[config.mk]
export PLATFORM = sky130hd
export DESIGN_NAME = cbsc_buffer_ctrl
export DESIGN_NICKNAME = d
export VERILOG_FILES = /design/src/shared/cbsc_pkg.sv /design/src/core/cbsc_sticky_flags.sv /design/src/core/cbsc_tx_pick.sv /design/src/core/cbsc_buffer_ctrl.sv
export SDC_FILE = /design/constraint.sdc
export NUM_CORES = 1
export LEC_CHECK = 0
export BUFFER_PORTS_ARGS = -buffer_cell sky130_fd_sc_hd__clkbuf_2
export CAP_MARGIN = 20
export CELL_PAD_IN_SITES_DETAIL_PLACEMENT = 0
export CELL_PAD_IN_SITES_GLOBAL_PLACEMENT = 1
export CORE_MARGIN = 8
export CORE_UTILIZATION = 52
export CTS_BUF_LIST = sky130_fd_sc_hd__clkbuf_4 sky130_fd_sc_hd__clkbuf_8
export DETAILED_ROUTE_END_ITERATION = 10
export GPL_ROUTABILITY_DRIVEN = 0
export PLACE_DENSITY = 0.8
export SYNTH_ARGS = -nofsm -noshare
export SYNTH_HDL_FRONTEND = slang
export SYNTH_HIERARCHICAL = 1
export SYNTH_SLANG_ARGS = --single-unit
[constraint.sdc]
create_clock -name clk -period 11.9 [get_ports clk]
set_input_delay 1.785 -clock clk [delete_from_list [all_inputs] [get_ports clk]]
set_output_delay 1.785 -clock clk [all_outputs]
set_load 0.01 [all_outputs]
[src/shared/cbsc_pkg.sv]
// cbsc_pkg: offsets, field positions, reset values and states of the
// buffer status and control block.
// assumes a 16-bit register port with 8-bit word addresses.
package cbsc_pkg;

    // ====================
    // sizes
    localparam int CBSC_DATA_W     = 16;
    localparam int CBSC_ADDR_W     = 8;
    localparam int CBSC_NUM_RX_BUF = 32;
    localparam int CBSC_NUM_TX_BUF = 8;
    localparam int CBSC_OVF_BASE   = 16;
    localparam int CBSC_OVF_W      = 16;
    localparam int CBSC_PRI_W      = 2;
    localparam int CBSC_SID_W      = 11;
    localparam int CBSC_IRQ_W      = 6;

    // ====================
    // register word addresses
    localparam logic [7:0] CBSC_ADDR_FULL_LO = 8'h00;
    localparam logic [7:0] CBSC_ADDR_FULL_HI = 8'h01;
    localparam logic [7:0] CBSC_ADDR_OVF_HI  = 8'h02;
    localparam logic [7:0] CBSC_ADDR_TXC0    = 8'h04;
    localparam logic [7:0] CBSC_ADDR_TXC3    = 8'h07;
    localparam logic [7:0] CBSC_ADDR_SID0    = 8'h08;
    localparam logic [7:0] CBSC_ADDR_SID7    = 8'h0F;
    localparam logic [7:0] CBSC_ADDR_IRQ_ST  = 8'h10;
    localparam logic [7:0] CBSC_ADDR_IRQ_MSK = 8'h11;

    // ====================
    // tx control byte fields (one byte per buffer)
    localparam int CBSC_TXC_PRI_LSB = 0;
    localparam int CBSC_TXC_REQ     = 3;
    localparam int CBSC_TXC_ERR     = 4;
    localparam int CBSC_TXC_LARB    = 5;
    localparam int CBSC_TXC_ABT     = 6;

    // ====================
    // standard identifier word fields
    localparam int CBSC_SID_IDE_BIT = 0;
    localparam int CBSC_SID_SRR_BIT = 1;
    localparam int CBSC_SID_LSB     = 2;
    localparam int CBSC_SID_MSB     = 12;
    localparam logic [15:0] CBSC_SID_IMPL_MASK = 16'h1FFF;

    // ====================
    // interrupt status bits
    localparam int CBSC_IRQ_RX_STORED = 0;
    localparam int CBSC_IRQ_RX_OVF    = 1;
    localparam int CBSC_IRQ_TX_OK     = 2;
    localparam int CBSC_IRQ_TX_ABT    = 3;
    localparam int CBSC_IRQ_TX_LARB   = 4;
    localparam int CBSC_IRQ_TX_ERR    = 5;

    // ====================
    // reset values
    localparam logic [15:0] CBSC_RST_WORD = 16'h0000;
    localparam logic [1:0]  CBSC_RST_PRI  = 2'h0;

    // ====================
    // transmit scheduler states
    typedef enum logic [0:0] {
        CBSC_TX_IDLE = 1'b0,
        CBSC_TX_BUSY = 1'b1
    } cbsc_tx_state_t;

endpackage

[src/core/cbsc_sticky_flags.sv]
// cbsc_sticky_flags: vector of flags set by hardware, cleared by
// software.
// assumes set and clear vectors come from logic on the same clock.
`timescale 1ns/1ps
module cbsc_sticky_flags #(
    parameter int W = 16
) (
    // clock and reset
    input  wire logic         clk,
    input  wire logic         rst,
    // set and clear
    input  wire logic [W-1:0] set_vec,
    input  wire logic [W-1:0] clr_vec,
    // state
    output logic      [W-1:0] flags_reg
);

    // ====================
    // flags
    // set after clear: an event in the clearing cycle survives
    always_ff @(posedge clk or posedge rst) begin
        if (rst) begin
            flags_reg <= '0;
        end else begin
            flags_reg <= (flags_reg & ~clr_vec) | set_vec;
        end
    end

endmodule // cbsc_sticky_flags

[src/core/cbsc_tx_pick.sv]
// cbsc_tx_pick: chooses the next pending transmit buffer.
// assumes flat priority vector, two bits per buffer, buffer 0 lowest.
`timescale 1ns/1ps
module cbsc_tx_pick
    import cbsc_pkg::*;
#(
    parameter int N   = CBSC_NUM_TX_BUF,
    parameter int IDX = $clog2(CBSC_NUM_TX_BUF)
) (
    // request side
    input  wire logic [N-1:0]            pending,
    input  wire logic [N*CBSC_PRI_W-1:0] pri_flat,
    // choice
    output logic                         any_pending,
    output logic [IDX-1:0]               sel_idx
);

    // ====================
    // selection
    // highest priority wins, ties go to the higher buffer number
    always_comb begin
        logic [CBSC_PRI_W-1:0] best;
        best        = '0;
        any_pending = 1'b0;
        sel_idx     = '0;
        for (int b = 0; b < N; b++) begin
            if (pending[b] &&
                (!any_pending ||
                 pri_flat[b*CBSC_PRI_W +: CBSC_PRI_W] >= best)) begin
                any_pending = 1'b1;
                best        = pri_flat[b*CBSC_PRI_W +: CBSC_PRI_W];
                sel_idx     = IDX'(b);
            end
        end
    end

endmodule // cbsc_tx_pick

[src/core/cbsc_buffer_ctrl.sv]
// cbsc_buffer_ctrl: receive full/overflow flags, transmit request and
// result flags, identifier format and interrupt for CAN message buffers.
// assumes the protocol engine runs on clk and reports each receive
// store and each transmit end as a one-cycle pulse.
//
// The strobed register port and the address map were left to the implementer.
`timescale 1ns/1ps
module cbsc_buffer_ctrl
    import cbsc_pkg::*;
#(
    parameter int NUM_TX = CBSC_NUM_TX_BUF,
    parameter int TX_IDX = $clog2(CBSC_NUM_TX_BUF),
    parameter int RX_IDX = $clog2(CBSC_NUM_RX_BUF)
) (
    // clock and reset
    input  wire logic                   clk,
    input  wire logic                   rst,
    // register port
    input  wire logic [CBSC_ADDR_W-1:0] addr,
    input  wire logic [CBSC_DATA_W-1:0] wr_data,
    input  wire logic                   wr_en,
    input  wire logic                   rd_en,
    output logic      [CBSC_DATA_W-1:0] rd_data_reg,
    // receive store events from the engine
    input  wire logic                   rx_store,
    input  wire logic [RX_IDX-1:0]      rx_store_buf,
    // transmit hand-off to the engine
    input  wire logic                   tx_engine_ready,
    output logic                        tx_start_reg,
    output logic      [TX_IDX-1:0]      tx_buf_reg,
    output logic                        tx_ext_id_reg,
    output logic                        tx_rtr_sub_reg,
    output logic      [CBSC_SID_W-1:0]  tx_sid_reg,
    // transmit result from the engine
    input  wire logic                   tx_done,
    input  wire logic                   tx_done_aborted,
    input  wire logic                   tx_done_lost_arb,
    input  wire logic                   tx_done_bus_err,
    // interrupt
    output logic                        irq_reg
);

    // ====================
    // helpers
    function automatic logic [7:0] txc_byte(
        input logic                  abt,
        input logic                  larb,
        input logic                  err,
        input logic                  req,
        input logic [CBSC_PRI_W-1:0] pri
    );
        logic [7:0] v;
        v                                      = 8'h00;
        v[CBSC_TXC_ABT]                        = abt;
        v[CBSC_TXC_LARB]                       = larb;
        v[CBSC_TXC_ERR]                        = err;
        v[CBSC_TXC_REQ]                        = req;
        v[CBSC_TXC_PRI_LSB +: CBSC_PRI_W]      = pri;
        return v;
    endfunction

    function automatic logic in_range(
        input logic [CBSC_ADDR_W-1:0] a,
        input logic [CBSC_ADDR_W-1:0] lo,
        input logic [CBSC_ADDR_W-1:0] hi
    );
        return (a >= lo) && (a <= hi);
    endfunction

    // ====================
    // declarations
    logic [CBSC_NUM_RX_BUF-1:0] full_flags;
    logic [CBSC_NUM_RX_BUF-1:0] full_set;
    logic [CBSC_NUM_RX_BUF-1:0] full_clr;
    logic [CBSC_OVF_W-1:0]      ovf_flags;
    logic [CBSC_OVF_W-1:0]      ovf_set;
    logic [CBSC_OVF_W-1:0]      ovf_clr;
    logic [CBSC_IRQ_W-1:0]      irq_flags;
    logic [CBSC_IRQ_W-1:0]      irq_set;
    logic [CBSC_IRQ_W-1:0]      irq_clr;
    logic [CBSC_IRQ_W-1:0]      irq_mask_reg;

    logic [NUM_TX-1:0]          req_reg;
    logic [NUM_TX-1:0]          abt_reg;
    logic [NUM_TX-1:0]          larb_reg;
    logic [NUM_TX-1:0]          err_reg;
    logic [CBSC_PRI_W-1:0]      pri_reg [NUM_TX];
    logic [CBSC_DATA_W-1:0]     sid_reg [NUM_TX];
    logic [NUM_TX*CBSC_PRI_W-1:0] pri_flat;

    cbsc_tx_state_t             tx_state_reg;
    logic                       pick_any;
    logic [TX_IDX-1:0]          pick_idx;
    logic                       tx_end;
    logic                       rx_hit_full;
    logic                       rx_high;
    logic [CBSC_DATA_W-1:0]     rd_next;

    logic                       wr_txc;
    logic                       wr_sid;
    logic [1:0]                 txc_pair;
    logic [TX_IDX-1:0]          sid_idx;

    // ====================
    // write decode
    assign wr_txc   = wr_en && in_range(addr, CBSC_ADDR_TXC0,
                                              CBSC_ADDR_TXC3);
    assign wr_sid   = wr_en && in_range(addr, CBSC_ADDR_SID0,
                                              CBSC_ADDR_SID7);
    assign txc_pair = 2'(addr - CBSC_ADDR_TXC0);
    assign sid_idx  = TX_IDX'(addr - CBSC_ADDR_SID0);

    // ====================
    // receive full and overflow flags
    assign rx_hit_full = full_flags[rx_store_buf];
    assign rx_high     = rx_store_buf >= RX_IDX'(CBSC_OVF_BASE);

    always_comb begin
        full_set = '0;
        ovf_set  = '0;
        if (rx_store && !rx_hit_full) begin
            full_set[rx_store_buf] = 1'b1;
        end
        if (rx_store && rx_hit_full && rx_high) begin
            // overflow kept only for the upper half of the buffers
            ovf_set[4'(rx_store_buf - RX_IDX'(CBSC_OVF_BASE))] = 1'b1;
        end
    end

    // clear-by-zero: writing one leaves a flag untouched
    always_comb begin
        full_clr = '0;
        ovf_clr  = '0;
        if (wr_en && addr == CBSC_ADDR_FULL_LO) begin
            full_clr[15:0] = ~wr_data;
        end
        if (wr_en && addr == CBSC_ADDR_FULL_HI) begin
            full_clr[31:16] = ~wr_data;
        end
        if (wr_en && addr == CBSC_ADDR_OVF_HI) begin
            ovf_clr = ~wr_data;
        end
    end

    cbsc_sticky_flags #(
        .W         (CBSC_NUM_RX_BUF)
    ) u_full (
        .clk       (clk),
        .rst       (rst),
        .set_vec   (full_set),
        .clr_vec   (full_clr),
        .flags_reg (full_flags)
    );

    cbsc_sticky_flags #(
        .W         (CBSC_OVF_W)
    ) u_ovf (
        .clk       (clk),
        .rst       (rst),
        .set_vec   (ovf_set),
        .clr_vec   (ovf_clr),
        .flags_reg (ovf_flags)
    );

    // ====================
    // transmit request bits
    assign tx_end = (tx_state_reg == CBSC_TX_BUSY) && tx_done;

    always_ff @(posedge clk or posedge rst) begin
        if (rst) begin
            req_reg <= '0;
        end else begin
            for (int b = 0; b < NUM_TX; b++) begin
                if (tx_end && tx_buf_reg == TX_IDX'(b)) begin
                    req_reg[b] <= 1'b0;
                end
                // a fresh request in the ending cycle is kept
                if (wr_txc && txc_pair == 2'(b / 2) &&
                    wr_data[(b % 2) * 8 + CBSC_TXC_REQ]) begin
                    req_reg[b] <= 1'b1;
                end
            end
        end
    end

    // ====================
    // transmit result flags
    always_ff @(posedge clk or posedge rst) begin
        if (rst) begin
            abt_reg  <= '0;
            larb_reg <= '0;
            err_reg  <= '0;
        end else if (tx_end) begin
            abt_reg[tx_buf_reg]  <= tx_done_aborted;
            larb_reg[tx_buf_reg] <= tx_done_lost_arb;
            err_reg[tx_buf_reg]  <= tx_done_bus_err;
        end
    end

    // ====================
    // priority and identifier words
    always_ff @(posedge clk or posedge rst) begin
        if (rst) begin
            for (int b = 0; b < NUM_TX; b++) begin
                pri_reg[b] <= CBSC_RST_PRI;
            end
        end else if (wr_txc) begin
            for (int b = 0; b < NUM_TX; b++) begin
                if (txc_pair == 2'(b / 2)) begin
                    pri_reg[b] <= wr_data[(b % 2) * 8 + CBSC_TXC_PRI_LSB
                                          +: CBSC_PRI_W];
                end
            end
        end
    end

    always_ff @(posedge clk or posedge rst) begin
        if (rst) begin
            for (int b = 0; b < NUM_TX; b++) begin
                sid_reg[b] <= CBSC_RST_WORD;
            end
        end else if (wr_sid) begin
            // unimplemented upper bits never stored, so they read zero
            sid_reg[sid_idx] <= wr_data & CBSC_SID_IMPL_MASK;
        end
    end

    // ====================
    // transmit scheduling
    always_comb begin
        for (int b = 0; b < NUM_TX; b++) begin
            pri_flat[b*CBSC_PRI_W +: CBSC_PRI_W] = pri_reg[b];
        end
    end

    cbsc_tx_pick #(
        .N           (NUM_TX),
        .IDX         (TX_IDX)
    ) u_pick (
        .pending     (req_reg),
        .pri_flat    (pri_flat),
        .any_pending (pick_any),
        .sel_idx     (pick_idx)
    );

    // one message in flight; its request stays set until it ends
    always_ff @(posedge clk or posedge rst) begin
        if (rst) begin
            tx_state_reg <= CBSC_TX_IDLE;
        end else begin
            case (tx_state_reg)
                CBSC_TX_IDLE: begin
                    if (tx_engine_ready && pick_any) begin
                        tx_state_reg <= CBSC_TX_BUSY;
                    end
                end
                CBSC_TX_BUSY: begin
                    if (tx_done) begin
                        tx_state_reg <= CBSC_TX_IDLE;
                    end
                end
                default: begin
                    tx_state_reg <= CBSC_TX_IDLE;
                end
            endcase
        end
    end

    always_ff @(posedge clk or posedge rst) begin
        if (rst) begin
            tx_start_reg   <= 1'b0;
            tx_buf_reg     <= '0;
            tx_ext_id_reg  <= 1'b0;
            tx_rtr_sub_reg <= 1'b0;
            tx_sid_reg     <= '0;
        end else begin
            tx_start_reg <= 1'b0;
            if (tx_state_reg == CBSC_TX_IDLE && tx_engine_ready &&
                pick_any) begin
                tx_start_reg   <= 1'b1;
                tx_buf_reg     <= pick_idx;
                tx_ext_id_reg  <= sid_reg[pick_idx][CBSC_SID_IDE_BIT];
                tx_rtr_sub_reg <= sid_reg[pick_idx][CBSC_SID_SRR_BIT];
                tx_sid_reg     <= sid_reg[pick_idx][CBSC_SID_MSB:
                                                    CBSC_SID_LSB];
            end
        end
    end

    // ====================
    // interrupt
    always_comb begin
        irq_set                     = '0;
        irq_set[CBSC_IRQ_RX_STORED] = |full_set;
        irq_set[CBSC_IRQ_RX_OVF]    = rx_store && rx_hit_full;
        irq_set[CBSC_IRQ_TX_OK]     = tx_end && !tx_done_aborted &&
                                      !tx_done_bus_err;
        irq_set[CBSC_IRQ_TX_ABT]    = tx_end && tx_done_aborted;
        irq_set[CBSC_IRQ_TX_LARB]   = tx_end && tx_done_lost_arb;
        irq_set[CBSC_IRQ_TX_ERR]    = tx_end && tx_done_bus_err;
    end

    assign irq_clr = (wr_en && addr == CBSC_ADDR_IRQ_ST) ?
                     wr_data[CBSC_IRQ_W-1:0] : '0;

    cbsc_sticky_flags #(
        .W         (CBSC_IRQ_W)
    ) u_irq (
        .clk       (clk),
        .rst       (rst),
        .set_vec   (irq_set),
        .clr_vec   (irq_clr),
        .flags_reg (irq_flags)
    );

    always_ff @(posedge clk or posedge rst) begin
        if (rst) begin
            irq_mask_reg <= '0;
        end else if (wr_en && addr == CBSC_ADDR_IRQ_MSK) begin
            irq_mask_reg <= wr_data[CBSC_IRQ_W-1:0];
        end
    end

    // registered, so the line lags the status flags by one cycle
    always_ff @(posedge clk or posedge rst) begin
        if (rst) begin
            irq_reg <= 1'b0;
        end else begin
            irq_reg <= |(irq_flags & irq_mask_reg);
        end
    end

    // ====================
    // read path
    always_comb begin
        rd_next = '0;
        if (in_range(addr, CBSC_ADDR_TXC0, CBSC_ADDR_TXC3)) begin
            for (int b = 0; b < NUM_TX; b++) begin
                if (txc_pair == 2'(b / 2)) begin
                    rd_next[(b % 2) * 8 +: 8] =
                        txc_byte(abt_reg[b], larb_reg[b], err_reg[b],
                                 req_reg[b], pri_reg[b]);
                end
            end
        end else if (in_range(addr, CBSC_ADDR_SID0, CBSC_ADDR_SID7)) begin
            rd_next = sid_reg[sid_idx];
        end else begin
            case (addr)
                CBSC_ADDR_FULL_LO: rd_next = full_flags[15:0];
                CBSC_ADDR_FULL_HI: rd_next = full_flags[31:16];
                CBSC_ADDR_OVF_HI:  rd_next = ovf_flags;
                CBSC_ADDR_IRQ_ST:  rd_next = 16'(irq_flags);
                CBSC_ADDR_IRQ_MSK: rd_next = 16'(irq_mask_reg);
                default:           rd_next = '0;
            endcase
        end
    end

    // data stand only in the cycle after the read strobe
    always_ff @(posedge clk or posedge rst) begin
        if (rst) begin
            rd_data_reg <= CBSC_RST_WORD;
        end else if (rd_en) begin
            rd_data_reg <= rd_next;
        end else begin
            rd_data_reg <= CBSC_RST_WORD;
        end
    end

endmodule // cbsc_buffer_ctrl

==> results.txt, run 1 <==
The tools report the critical path required time as 12.31 ns. The proportion of register bits with asynchronous set or reset after synthesis was 1.00; the achievable frequency was 98.3 MHz. The startpoint identified for the worst hold timing path is tx_sid_reg[4]$_DFFE_PP0P_.

For the worst supply voltage drop on vdd, the log shows 0.124 mV. The tools report the post-CTS setup repair buffer count as 0. STA classifies the critical path endpoint as a register.

Initial DRC count: 763. The most frequent cell on the critical path was ha_1. The number of buffers inserted for hold repair after clock tree synthesis was 0. The most instantiated flip-flop cell in the synthesis netlist was dfrtp_1. The total of warnings raised by yosys is 6, and the total count of hold-check failures in the final report is 0.

The final period utilization was 0.855; the critical path arrival was 10.58 ns. The detail route stage leaves a number of antenna-violating nets equal to 0. dfrtp_1 takes more of the synthesized area than any other cell.

Of all nets on the critical path, the largest fanout is 27. The number of global-route vias before repair was 9696. Relative to the synthesized area, the layout overhead comes to 11.7%.

Fill cells in the final layout number 2102. The share of the synthesized area in the top cell type is 0.464, and the net count after synthesis is 1169. The worst min-delay path class was reg -> reg. After floorplanning, the core was sized to cover 25200 µm². Sorting the synthesized cells by area gives the leading types as dfrtp_1 46%, mux2_2 15%, mux4_2 11%, a21o_1 3.2%, mux2i_1 3.0%. In the synthesized netlist, the cells that appear most often are 247 x dfrtp_1, 179 x mux2_2, 104 x nor2_1, 78 x inv_1, 65 x mux4_2. The tools report the initial core utilization as 0.529. The post-synthesis average cell area was 11.9 µm²; the max-slew violation total from the final report was 0. The floorplan row count is 58, and the clock-pin slew reported for the worst setup and hold paths after clock tree synthesis is 0.06 ns. The number of synthesized register bits was 247.

The sequential share of the synthesized area is 0.464, and the flip-flop count of the largest register, all copies and words added is 104. The setup path with the least slack is of type reg -> reg. The detail-routed via count per cell works out to 6.00. On the worst path, the slowest cell contributes a delay of 0.50 ns. The power density of the placed cells is 176 nW/µm².

Setup repair after global routing left no endpoint under its margin. For the final database, setup skew stands at 0.0168 ns. Clock latency on the worst-skew pair, taken at its later pin, is 0.55 ns. After detailed routing, the number of remaining DRC violations is 0.

Maximum level of the CTS H-tree: 2. Initial antenna violation count: 0. TritonCTS built the clock tree.

The slack of the worst reg-to-reg path is 1.73 ns, and the detailed-route wire length per cell is 23.3 µm. The cell sitting at the root of the clock tree is a clkbuf_8. The fraction of layout cells with a size suffix above 1 works out to 0.360. The routed layout has 9228 vias. Detailed placement finished with a half-perimeter wire length of 23300 µm. Summed over all cells, the static leakage comes to 0.00698 µW.

After detailed routing, the total wire length is 35800 µm. The die covers 31000 µm². Summing all placed instances gives a cell area of 13900 µm². The clock sink count is 247. Including well taps, the total number of placed cells is 1460. For the wire length of the first global-routing pass, the log shows 56700 µm. The total overflow reported by the global router is 0.

The tools report the worst min-delay path endpoint as tx_sid_reg[4]$_DFFE_PP0P_. Buffers placed on the I/O ports in this run total 72. The number of distinct library cells after synthesis is 65, and the number of max-cap violations is 0. The most common cell in the synthesized netlist was dfrtp_1.

Die boundary height: 176 µm. Setup total negative slack on the finished layout was measured at 0 ns. Clock tree synthesis inserted a total of 44 buffers.

After clock tree synthesis, the repair step resized 0 gates. The proportion of total power due to net switching is 0.312, and the I/O pin count is 73. The internal portion of the total power is 1800 µW. The total track usage was 0.235; the count of antenna diodes in the layout was 0. Combinational cell fraction of total power: 0.258. End of the worst register-to-register path: tx_sid_reg[1]$_DFFE_PP0P_. The cell count after synthesis came out at 1120. The power spent charging and discharging nets came out at 816 µW. The cell at the slowest stage of the critical path was mux4_2. The run gives 14900 µm² as the final non-filler cell area. The die width is 176 µm, and the final core utilization is 0.591. The clock share of power is 0.329, and the cell depth of the worst hold path is 2.

The transition at the pin with the smallest max-transition slack works out to 1.08 ns. The startpoint type of the worst setup path is a register. The length in cells of the worst reg-to-reg path is 44. The sequential power share came out at 0.413. The largest net degree at the start of global routing is 131.

The first-pass iteration count of the detailed router was 5. The flow ran to the end, and the final reports show no timing, DRC or antenna violations. The longest clock path from root to sink contains 3 buffers. The post-layout net count is 1225.

The tools report the launching point of the worst reg2reg path as req_reg[0]$_DFFE_PP0P_. The worst slew slack as a fraction of its limit was 0.276. The synthesized area came out at 13300 µm².

The total setup violations reported at the end of the flow was 0. The tools report the post-route non-filler standard cell count as 1539. Counting flops with a built-in enable in the synthesized netlist gives 0. The minimum clock period after layout is 10.17 ns.
==> per-stage QoR <==
step / worst slack [ns] / power, µW / hold slack, ns
finish: 1.73 / 2620 / 0.476
global route: 1.10 / 2750 / 0.496
CTS: 1.72 / 2640 / 0.480
detailed placement: 1.76 / 1770 / 0.466
global placement: 2.01 / 1750 / 0.459
floorplan: 2.57 / 1570 / 0.449
==> cell families after synthesis <==
group	share of synthesized area
AO/OA/AOI/OAI	0.0930
adder cells (fa/ha/maj)	0.0102
buffers and inverters	0.0462
flip-flops	0.464
multiplexers	0.293
AND/OR/NAND/NOR	0.0937
==> placed cells by master, fill, tap and decap left out, drive strengths merged, types with 13 or more instances in the layout <==
cell type and count:
a21o 57, clkbuf 143, mux2 180, nor3 18
a22oi 19, mux2i 41, o2bb2ai 17, mux4 65
nor2 104, inv 78, dfrtp 247, nand2b 13
nand3 16, nand2 42, o21ai 35, buf 15
==> worst max-delay path by stage <==
stage	depth (start not counted)	end	slack, ns	startpoint
2_1_floorplan	45	tx_sid_reg[0]$_DFFE_PP0P_	2.57	req_reg[0]$_DFFE_PP0P_
3_3_place_gp	44	tx_sid_reg[3]$_DFFE_PP0P_	2.01	req_reg[0]$_DFFE_PP0P_
3_5_place_dp	44	tx_sid_reg[10]$_DFFE_PP0P_	1.76	req_reg[0]$_DFFE_PP0P_
4_1_cts	44	tx_sid_reg[1]$_DFFE_PP0P_	1.72	req_reg[0]$_DFFE_PP0P_
5_1_grt	44	tx_sid_reg[3]$_DFFE_PP0P_	1.10	req_reg[0]$_DFFE_PP0P_
6_report	44	tx_sid_reg[1]$_DFFE_PP0P_	1.73	req_reg[0]$_DFFE_PP0P_
==> metal layers <==
layer,part of all wire,global-route usage,vias up
li1,-,-,4156
met5,0,0,-
met2,0.47,0.378,276
met1,0.45,0.316,4724
met4,0.029,0.0805,0
met3,0.056,0.0434,72
==> power groups by stage <==
stage,Combinational (µW),Sequential (µW),Clock (µW)
6_report,675,1080,861
4_1_cts,684,1080,878
3_3_place_gp,668,1090,0
5_1_grt,730,1100,919
2_1_floorplan,500,1070,0
3_5_place_dp,683,1090,0
==> cell type report <==
class / count / area [µm²] / area share
inverter: 78 / 300 / 0.0202
clock inverter: 6 / 60.1 / 0.00403
clock buffer: 73 / 923 / 0.0620
multi-input combinational: 720 / 6550 / 0.440
tap: 330 / 413 / 0.0277
sequential: 247 / 6180 / 0.415
timing repair buffer: 85 / 463 / 0.0311
==> critical path, delay by kind of cell (launching register included) <==
| family | cells | cell delay (ns) |
|---|---|---|
| buffers and inverters | 2 | 0.37 |
| flip-flops | 1 | 0.47 |
| AND/OR/NAND/NOR | 12 | 2.19 |
| multiplexers | 4 | 1.42 |
| AO/OA/AOI/OAI | 18 | 3.32 |
| adder cells (fa/ha/maj) | 8 | 2.23 |
Power figures use the tool's default switching activity.
==> inputs of run 2 (changes only) <==
--- a/config.mk
+++ b/config.mk
@@ -10,11 +10,11 @@
 export CELL_PAD_IN_SITES_DETAIL_PLACEMENT = 0
 export CELL_PAD_IN_SITES_GLOBAL_PLACEMENT = 1
 export CORE_MARGIN = 8
-export CORE_UTILIZATION = 52
+export CORE_UTILIZATION = 56
 export CTS_BUF_LIST = sky130_fd_sc_hd__clkbuf_4 sky130_fd_sc_hd__clkbuf_8
 export DETAILED_ROUTE_END_ITERATION = 10
 export GPL_ROUTABILITY_DRIVEN = 0
-export PLACE_DENSITY = 0.8
+export PLACE_DENSITY = 0.85
 export SYNTH_ARGS = -nofsm -noshare
 export SYNTH_HDL_FRONTEND = slang
 export SYNTH_HIERARCHICAL = 1
==> constraint.sdc (replaced) <==
create_clock -name clk -period 12.77 [get_ports clk]
set_input_delay 1.9155 -clock clk [delete_from_list [all_inputs] [get_ports clk]]
set_output_delay 1.9155 -clock clk [all_outputs]
set_load 0.01 [all_outputs]
==> results.txt, run 2 (synthesis gave the netlist of run 1 again) <==
The clock arrives with 0.0269 ns of skew. For the worst slew slack as a fraction of its limit, the log shows 0.246. Total track usage: 0.250. Derived from the worst setup path, the maximum achievable clock frequency is 95.7 MHz. Clock root buffer master: clkbuf_8. The number of global-route vias before repair is 9707, and the register area is 6180 µm². Data on the critical path arrives at its endpoint at 10.90 ns. TritonCTS built the clock tree. After layout, the design draws a total of 2420 µW. After clock tree synthesis, the setup repair step added 0 buffers. The synthesis-to-layout area growth came out at 11.2%.

The register with the most flip-flops in the layout has 104 of them. The tools report the critical path required time as 13.21 ns. The worst hold path belongs to the class reg -> reg.

For this run, the detailed router's first-pass iteration total came to 5. The total count of hold-check failures in the final report is 0. In this run the static leakage power is 0.00696 µW.

The routing usage on met2 was 0.401; the post-place instance area was 13900 µm². Setup violations remaining at the end of the flow were counted as 0. At the later pin of the worst-skew pair, clock insertion delay measures 0.56 ns. Critical path class: reg -> reg. Leaving out fill and tap cells, the most frequent cell in the layout is dfrtp_1. The initial core utilization was 0.569; the die boundary height was 170 µm.

The worst-case IR drop observed on VDD is 0.133 mV. The global routing usage on met1 is 0.331, and the number of buffers on the longest clock path is 3. Number of buffers inserted for hold repair after clock tree synthesis: 0.

The flow ran to the end, and the final reports show no timing, DRC or antenna violations. Setup repair after global routing left no endpoint under its margin. For the final routed database, the setup TNS stands at 0 ns. The final layout contains 1223 nets. The tools report the multi-input logic area as 6550 µm². Leaving out filler cells and counting taps, the final layout contains 1524. Clock tree synthesis found a total of 247 sinks.

The most frequent cell on the critical path was ha_1. In this run, the number of DRC markers left after iteration 0 of detailed routing was 692. The aggregate routed wire length is 35100 µm. The number of max-cap violations was 0; the largest net degree at the start of global routing was 144.

The layout has 1903 filler cells. Port buffering added 72 buffers. The transition at the pin with the smallest max-transition slack is 1.13 ns, and the final non-filler cell area is 14800 µm². The first global-routing pass estimated 55800 µm of wire. The worst setup path is captured at a register. The die covers 29000 µm².

The detailed-route DRC error count is 0, and the die width is 170 µm. The longest individual stage delay on the worst path works out to 0.91 ns. The final period utilization came out at 0.818.

Power spread over the standard cell area amounts to 163 nW/µm². The initial antenna violation count was 2. The detailed-route wire length per cell was 23.0 µm; the post-placement cell count was 1447. In this run the worst path has a maximum fanout of 14. After global routing, the most crowded layer is met2. Detailed placement finished with a half-perimeter wire length of 23200 µm.

The logs give 56 for the floorplan row count and 0 for the max-slew violation total from the final report. The area of the core is 23400 µm². Using the TritonRoute via totals, the vias-per-cell ratio works out to 6.08. The run gives 0 as the total overflow reported by the global router. The number of buffer and inverter instances along the worst setup path is 1. The slowest stage of the critical path is the nand3_1 cell. The cell family contributing the most delay on the critical path is simple AND/OR/NAND/NOR gates.

CTS built an H-tree with a depth of 2. In this run the remaining antenna-violating nets after routing total 0. For this block, the via count after detailed routing is 9262. The met3 track utilization from global routing is 0.0547. The startpoint type of the worst setup path is a register. Leaving out fill and tap cells, the most frequent cells in the layout are 247 x dfrtp_1, 179 x mux2_2, 103 x nor2_1.

For this design the top-level I/O count stands at 73. The total of cells resized after clock tree synthesis is 0, and the fraction of layout cells with a size suffix above 1 is 0.357. Clock-pin slew reported for the worst setup and hold paths after clock tree synthesis: 0.06 ns. Buffers inserted during clock tree synthesis total 43. Subtracting the final worst setup slack from the clock period gives 10.45 ns.
==> run 2: cell types whose count changed in the layout (fill, tap and decap cells not counted), sizes merged <==
cell / change
buf: -1
inv: +1
clkinvlp: -1
diode: +1
bufinv: +1
clkbuf: -5
==> run 2: worst min-delay path: cells and delay by family, from the launching register on <==
family             cells  cell delay [ns]
and+or+nand+nor        1             0.05
AOI/OAI and AO/OA      1             0.06
DFF                    1             0.34
==> run 2: power breakdown <==
group	internal (µW)	leakage (µW)	switching (µW)
clock network	455	0.000492	327
registers	907	0.00327	98.2
logic	296	0.00319	337
total	1660	0.00696	763
==> run 2: per-layer routing <==
layer  vias up  wire, µm
li1       4156         -
met1      4718     15100
met2       313     16600
met3        73      2300
met4         2      1060
met5         -        13
==> run 2: per-stage QoR <==
stage	hold WS, ns	utilization	worst slack [ns]
after detailed placement	0.466	0.593	2.38
after global routing	0.494	0.633	1.67
after floorplan	0.449	-	3.44
after CTS	0.480	0.633	2.35
final	0.477	0.633	2.32
after global placement	0.459	0.593	2.58
==> run 2: worst paths after layout <==
| kind | slack, ns | startpoint | endpoint | cells past startpoint |
|---|---|---|---|---|
| setup reg to reg | 2.32 | req_reg[0]$_DFFE_PP0P_ | tx_buf_reg[2]$_DFFE_PP0P_ | 41 |
| max in group asynchronous | 9.80 | rst | sid_reg[27]$_DFFE_PP0P_ | 3 |
| hold / removal | 0.48 | tx_sid_reg[1]$_DFFE_PP0P_ | tx_sid_reg[1]$_DFFE_PP0P_ | 2 |
| min in group asynchronous | 1.38 | rst | u_irq/flags_reg[1]$_DFF_PP0_ | 2 |
| hold reg to reg | 0.48 | tx_sid_reg[1]$_DFFE_PP0P_ | tx_sid_reg[1]$_DFFE_PP0P_ | 2 |
| setup / recovery | 2.32 | req_reg[0]$_DFFE_PP0P_ | tx_buf_reg[2]$_DFFE_PP0P_ | 41 |
==> run 2: area by class of cell <==
cell class | instances | share of cell area
Clock buffer | 68 | 0.0564
Multi-Input combinational cell | 720 | 0.442
Clock inverter | 7 | 0.00616
Timing Repair Buffer | 84 | 0.0312
Inverter | 78 | 0.0203
Sequential cell | 247 | 0.417
Antenna cell | 1 | 0.000169
Tap cell | 319 | 0.0269
==> inputs of run 3 (changes only) <==
--- a/config.mk
+++ b/config.mk
@@ -5,16 +5,17 @@
 export SDC_FILE = /design/constraint.sdc
 export NUM_CORES = 1
 export LEC_CHECK = 0
+export ABC_AREA = 1
 export BUFFER_PORTS_ARGS = -buffer_cell sky130_fd_sc_hd__clkbuf_2
 export CAP_MARGIN = 20
 export CELL_PAD_IN_SITES_DETAIL_PLACEMENT = 0
 export CELL_PAD_IN_SITES_GLOBAL_PLACEMENT = 1
 export CORE_MARGIN = 8
-export CORE_UTILIZATION = 56
+export CORE_UTILIZATION = 47
 export CTS_BUF_LIST = sky130_fd_sc_hd__clkbuf_4 sky130_fd_sc_hd__clkbuf_8
 export DETAILED_ROUTE_END_ITERATION = 10
 export GPL_ROUTABILITY_DRIVEN = 0
-export PLACE_DENSITY = 0.85
+export PLACE_DENSITY = 0.8
 export SYNTH_ARGS = -nofsm -noshare
 export SYNTH_HDL_FRONTEND = slang
 export SYNTH_HIERARCHICAL = 1
==> constraint.sdc (replaced) <==
create_clock -name clk -period 9.8 [get_ports clk]
set_input_delay 1.47 -clock clk [delete_from_list [all_inputs] [get_ports clk]]
set_output_delay 1.47 -clock clk [all_outputs]
set_load 0.01 [all_outputs]
==> results.txt, run 3 <==
The flow ran to the end, and the final reports show no timing, DRC or antenna violations. Setup violations remaining at the end of the flow were counted as 0. The setup check on the worst reg-to-reg path leaves a slack of 1.0 ns.

The first global-routing pass estimated 71700 µm of wire. The logs give 6 for the first-pass iteration count of the detailed router and 247 for the clock sink count. The routed design has 45300 µm of wire. The share of the synthesized area in the top cell type is 0.450, and the post-layout net count is 2022.

In the final timing run, aggregate negative setup slack is 0 ns. After synthesis, the netlist uses 50 different library cells. In this design, the stage delay of the slowest critical-path cell is 0.49 ns. Setup repair after global routing left no endpoint under its margin. The post-synthesis average cell area is 7.16 µm².

The cell area that synthesis handed to floorplanning was 13700 µm². IR analysis of the VDD net gives a maximum drop of 0.196 mV. The type of element capturing the critical path is a register. The fraction of layout cells with a size suffix above 1 is 0.130. The endpoint identified for the worst register-to-register timing path is tx_sid_reg[6]$_DFFE_PP0P_. The final period utilization came out at 0.898.

For the max-slew violation total from the final report, the log shows 0. For the worst-skew pair, the clock arrives at the later sink with an insertion delay of 0.56 ns. Sorting the synthesized cells by area gives the leading types as dfrtp_1 45%, nand2_1 16%, o21ai_0 8.9%, inv_1 7.0%, nor2_1 6.3%. TritonCTS built the clock tree.

The detailed-route wire length per cell came out at 18.9 µm. The clock passes through at most 3 buffers. After synthesis the netlist holds a flip-flop and latch count of 247. The tools report the worst min-delay path endpoint as u_ovf/flags_reg[5]$_DFF_PP0_. Placed wire-length estimate after detailed placement: 30400 µm.

The die boundary height works out to 187 µm. Worst hold slack: 0.468 ns. The transition at the pin with the smallest max-transition slack is 1.10 ns, and the maximum fanout count along the critical path is 39. STA classifies the critical path startpoint as a register. 0 antenna diodes ended up in the layout. Most instantiated flip-flop cell in the synthesis netlist: dfrtp_1. During placement, the flow inserted port buffers numbering 72.

The total track usage is 0.257, and the sequential share of the synthesized area is 0.450. The cell depth of the worst hold path was 2; the leakage power total was 0.00753 µW. The run gives 0 as the remaining number of nets flagged by the antenna check after routing. Dividing total power by cell area gives a power density of 229 nW/µm². The net count after synthesis was 1969; the achievable frequency was 114 MHz. The run gives 1224 as the initial DRC count.

Most common cell in the synthesized netlist: nand2_1. After floorplanning, the core was sized to cover 28800 µm². The total of cells resized after clock tree synthesis is 0, and the worst slew slack as a fraction of its limit is 0.261.

The worst register-to-register path begins at req_reg[0]$_DFFE_PP0P_. STA puts the critical path data arrival time at 9.21 ns. Counting flops with a built-in enable in the synthesized netlist gives 0. From synthesis to final layout, the design area changed by 11.4%. Once layout is complete, the cells apart from fillers number 2392. In the synthesized netlist, the number of instances is 1920.

Dividing the detail-routed via count by the number of cells gives 5.32. The run gives 10.21 ns as the critical path required time. Buffers inserted during clock tree synthesis total 45. In this run the worst hold path is classified as reg -> reg. Maximum level of the CTS H-tree: 2. The library cell used most frequently in the layout, excluding fill and tap cells, is nand2_1. After clock tree synthesis, the clock-pin slew on the worst setup and hold paths is 0.06 ns. For the post-CTS setup repair buffer count, the log shows 0.

In this design, the critical path's most frequently occurring cell is inv_1. The floorplan row count is 62, and the total of warnings raised by yosys is 6. On the critical path, the stage with the largest delay is an instance of inv_1. The run gives 0 as the number of max-cap violations. The proportion of register bits with asynchronous set or reset after synthesis was 1.00; the largest net degree at the start of global routing was 123. Measured along the x axis, the die boundary spans 187 µm.

Number of global-route vias before repair: 12.4k. Via total after detailed routing: 12.7k. The initial antenna violation count was 0. Initial core utilization: 0.477.

The register with the most flip-flops in the layout has 104 of them. Measured in cells, the most critical reg-to-reg path has a length of 59. For the detailed-route DRC error count, the log shows 0. The clock root buffer master was clkbuf_8. The post-synthesis cell type with the largest combined area is dfrtp_1.

Global routing finished with a remaining overflow of 0. The number of buffers inserted for hold repair after clock tree synthesis is 0. Across the routed clock network, the largest skew measured is 0.0232 ns. The total count of hold-check failures in the final report was 0. The launch instance of the worst min-delay path was u_ovf/flags_reg[5]$_DFF_PP0_.

The critical path in this run is classified as reg -> reg. The post-placement cell count was 2310; the I/O pin count was 73. Counting I/O delays and the setup requirement, the final critical path takes 8.80 ns. The library cells used most frequently in the layout, excluding fill and tap cells, are 568 x nand2_1, 254 x inv_1, 247 x dfrtp_1.

In the synthesized netlist, the cells that appear most often are 570 x nand2_1, 256 x inv_1, 247 x dfrtp_1, 245 x o21ai_0, 229 x nor2_1. The die covers 35000 µm².
[run 3: metal layers]
layer / track usage / up-vias / share of wire
li1: - / 6153 / -
met1: 0.355 / 5980 / 0.45
met2: 0.398 / 494 / 0.44
met3: 0.0509 / 95 / 0.076
met4: 0.0895 / 0 / 0.030
met5: 0 / - / 0
[run 3: critical path, delay by kind of cell (launching register included)]
kind | cells | cell delay [ns]
adder cells (fa/ha/maj) | 7 | 1.84
AND/OR/NAND/NOR | 28 | 2.69
flip-flops | 1 | 0.44
AO/OA/AOI/OAI | 14 | 2.36
buffers and inverters | 10 | 1.34
[run 3: worst max path at each step]
stage / start / slack (ns) / to
after floorplan: req_reg[0]$_DFFE_PP0P_ / 2.34 / tx_sid_reg[6]$_DFFE_PP0P_
after global placement: req_reg[0]$_DFFE_PP0P_ / 1.44 / tx_sid_reg[6]$_DFFE_PP0P_
after detailed placement: req_reg[0]$_DFFE_PP0P_ / 1.14 / tx_sid_reg[6]$_DFFE_PP0P_
after CTS: req_reg[0]$_DFFE_PP0P_ / 1.09 / tx_sid_reg[6]$_DFFE_PP0P_
after global routing: req_reg[0]$_DFFE_PP0P_ / 0.14 / tx_sid_reg[5]$_DFFE_PP0P_
final: req_reg[0]$_DFFE_PP0P_ / 1.0 / tx_sid_reg[6]$_DFFE_PP0P_
[run 3: where the power goes]
group | total [µW] | switching (µW) | internal [µW]
registers | 1310 | 133 | 1180
clock network | 1090 | 454 | 634
logic | 1100 | 749 | 350
total | 3500 | 1340 | 2170
[run 3: cell type report]
class	count	area [µm²]
Timing Repair Buffer	82	435
Multi-Input combinational cell	1328	6170
Fill cell	2924	13500
Tap cell	384	480
Clock inverter	7	66.3
Sequential cell	247	6180
Inverter	269	1020
Clock buffer	75	945
[run 3: cell families (layout without fill, tap and decap cells)]
family          after synthesis  after routing  share of synthesized area
simple gates                958            958                      0.298
compound gates              359            359                      0.141
buf+inv                     345            433                      0.101
flops                       247            247                      0.450
fa+ha+maj                    10             10                    0.00911
mux                           1              1                   0.000729
[run 3: metrics by stage]
stage                      util  setup WS, ns  area, µm²  total power [µW]
final                     0.532         0.997      15300              3500
after global routing      0.532         0.141      15300              3740
after CTS                 0.532          1.09      15300              3510
after detailed placement  0.497          1.14      14300              2420
after global placement    0.497          1.44      14300              2400
after floorplan               -          2.34      13700              2090
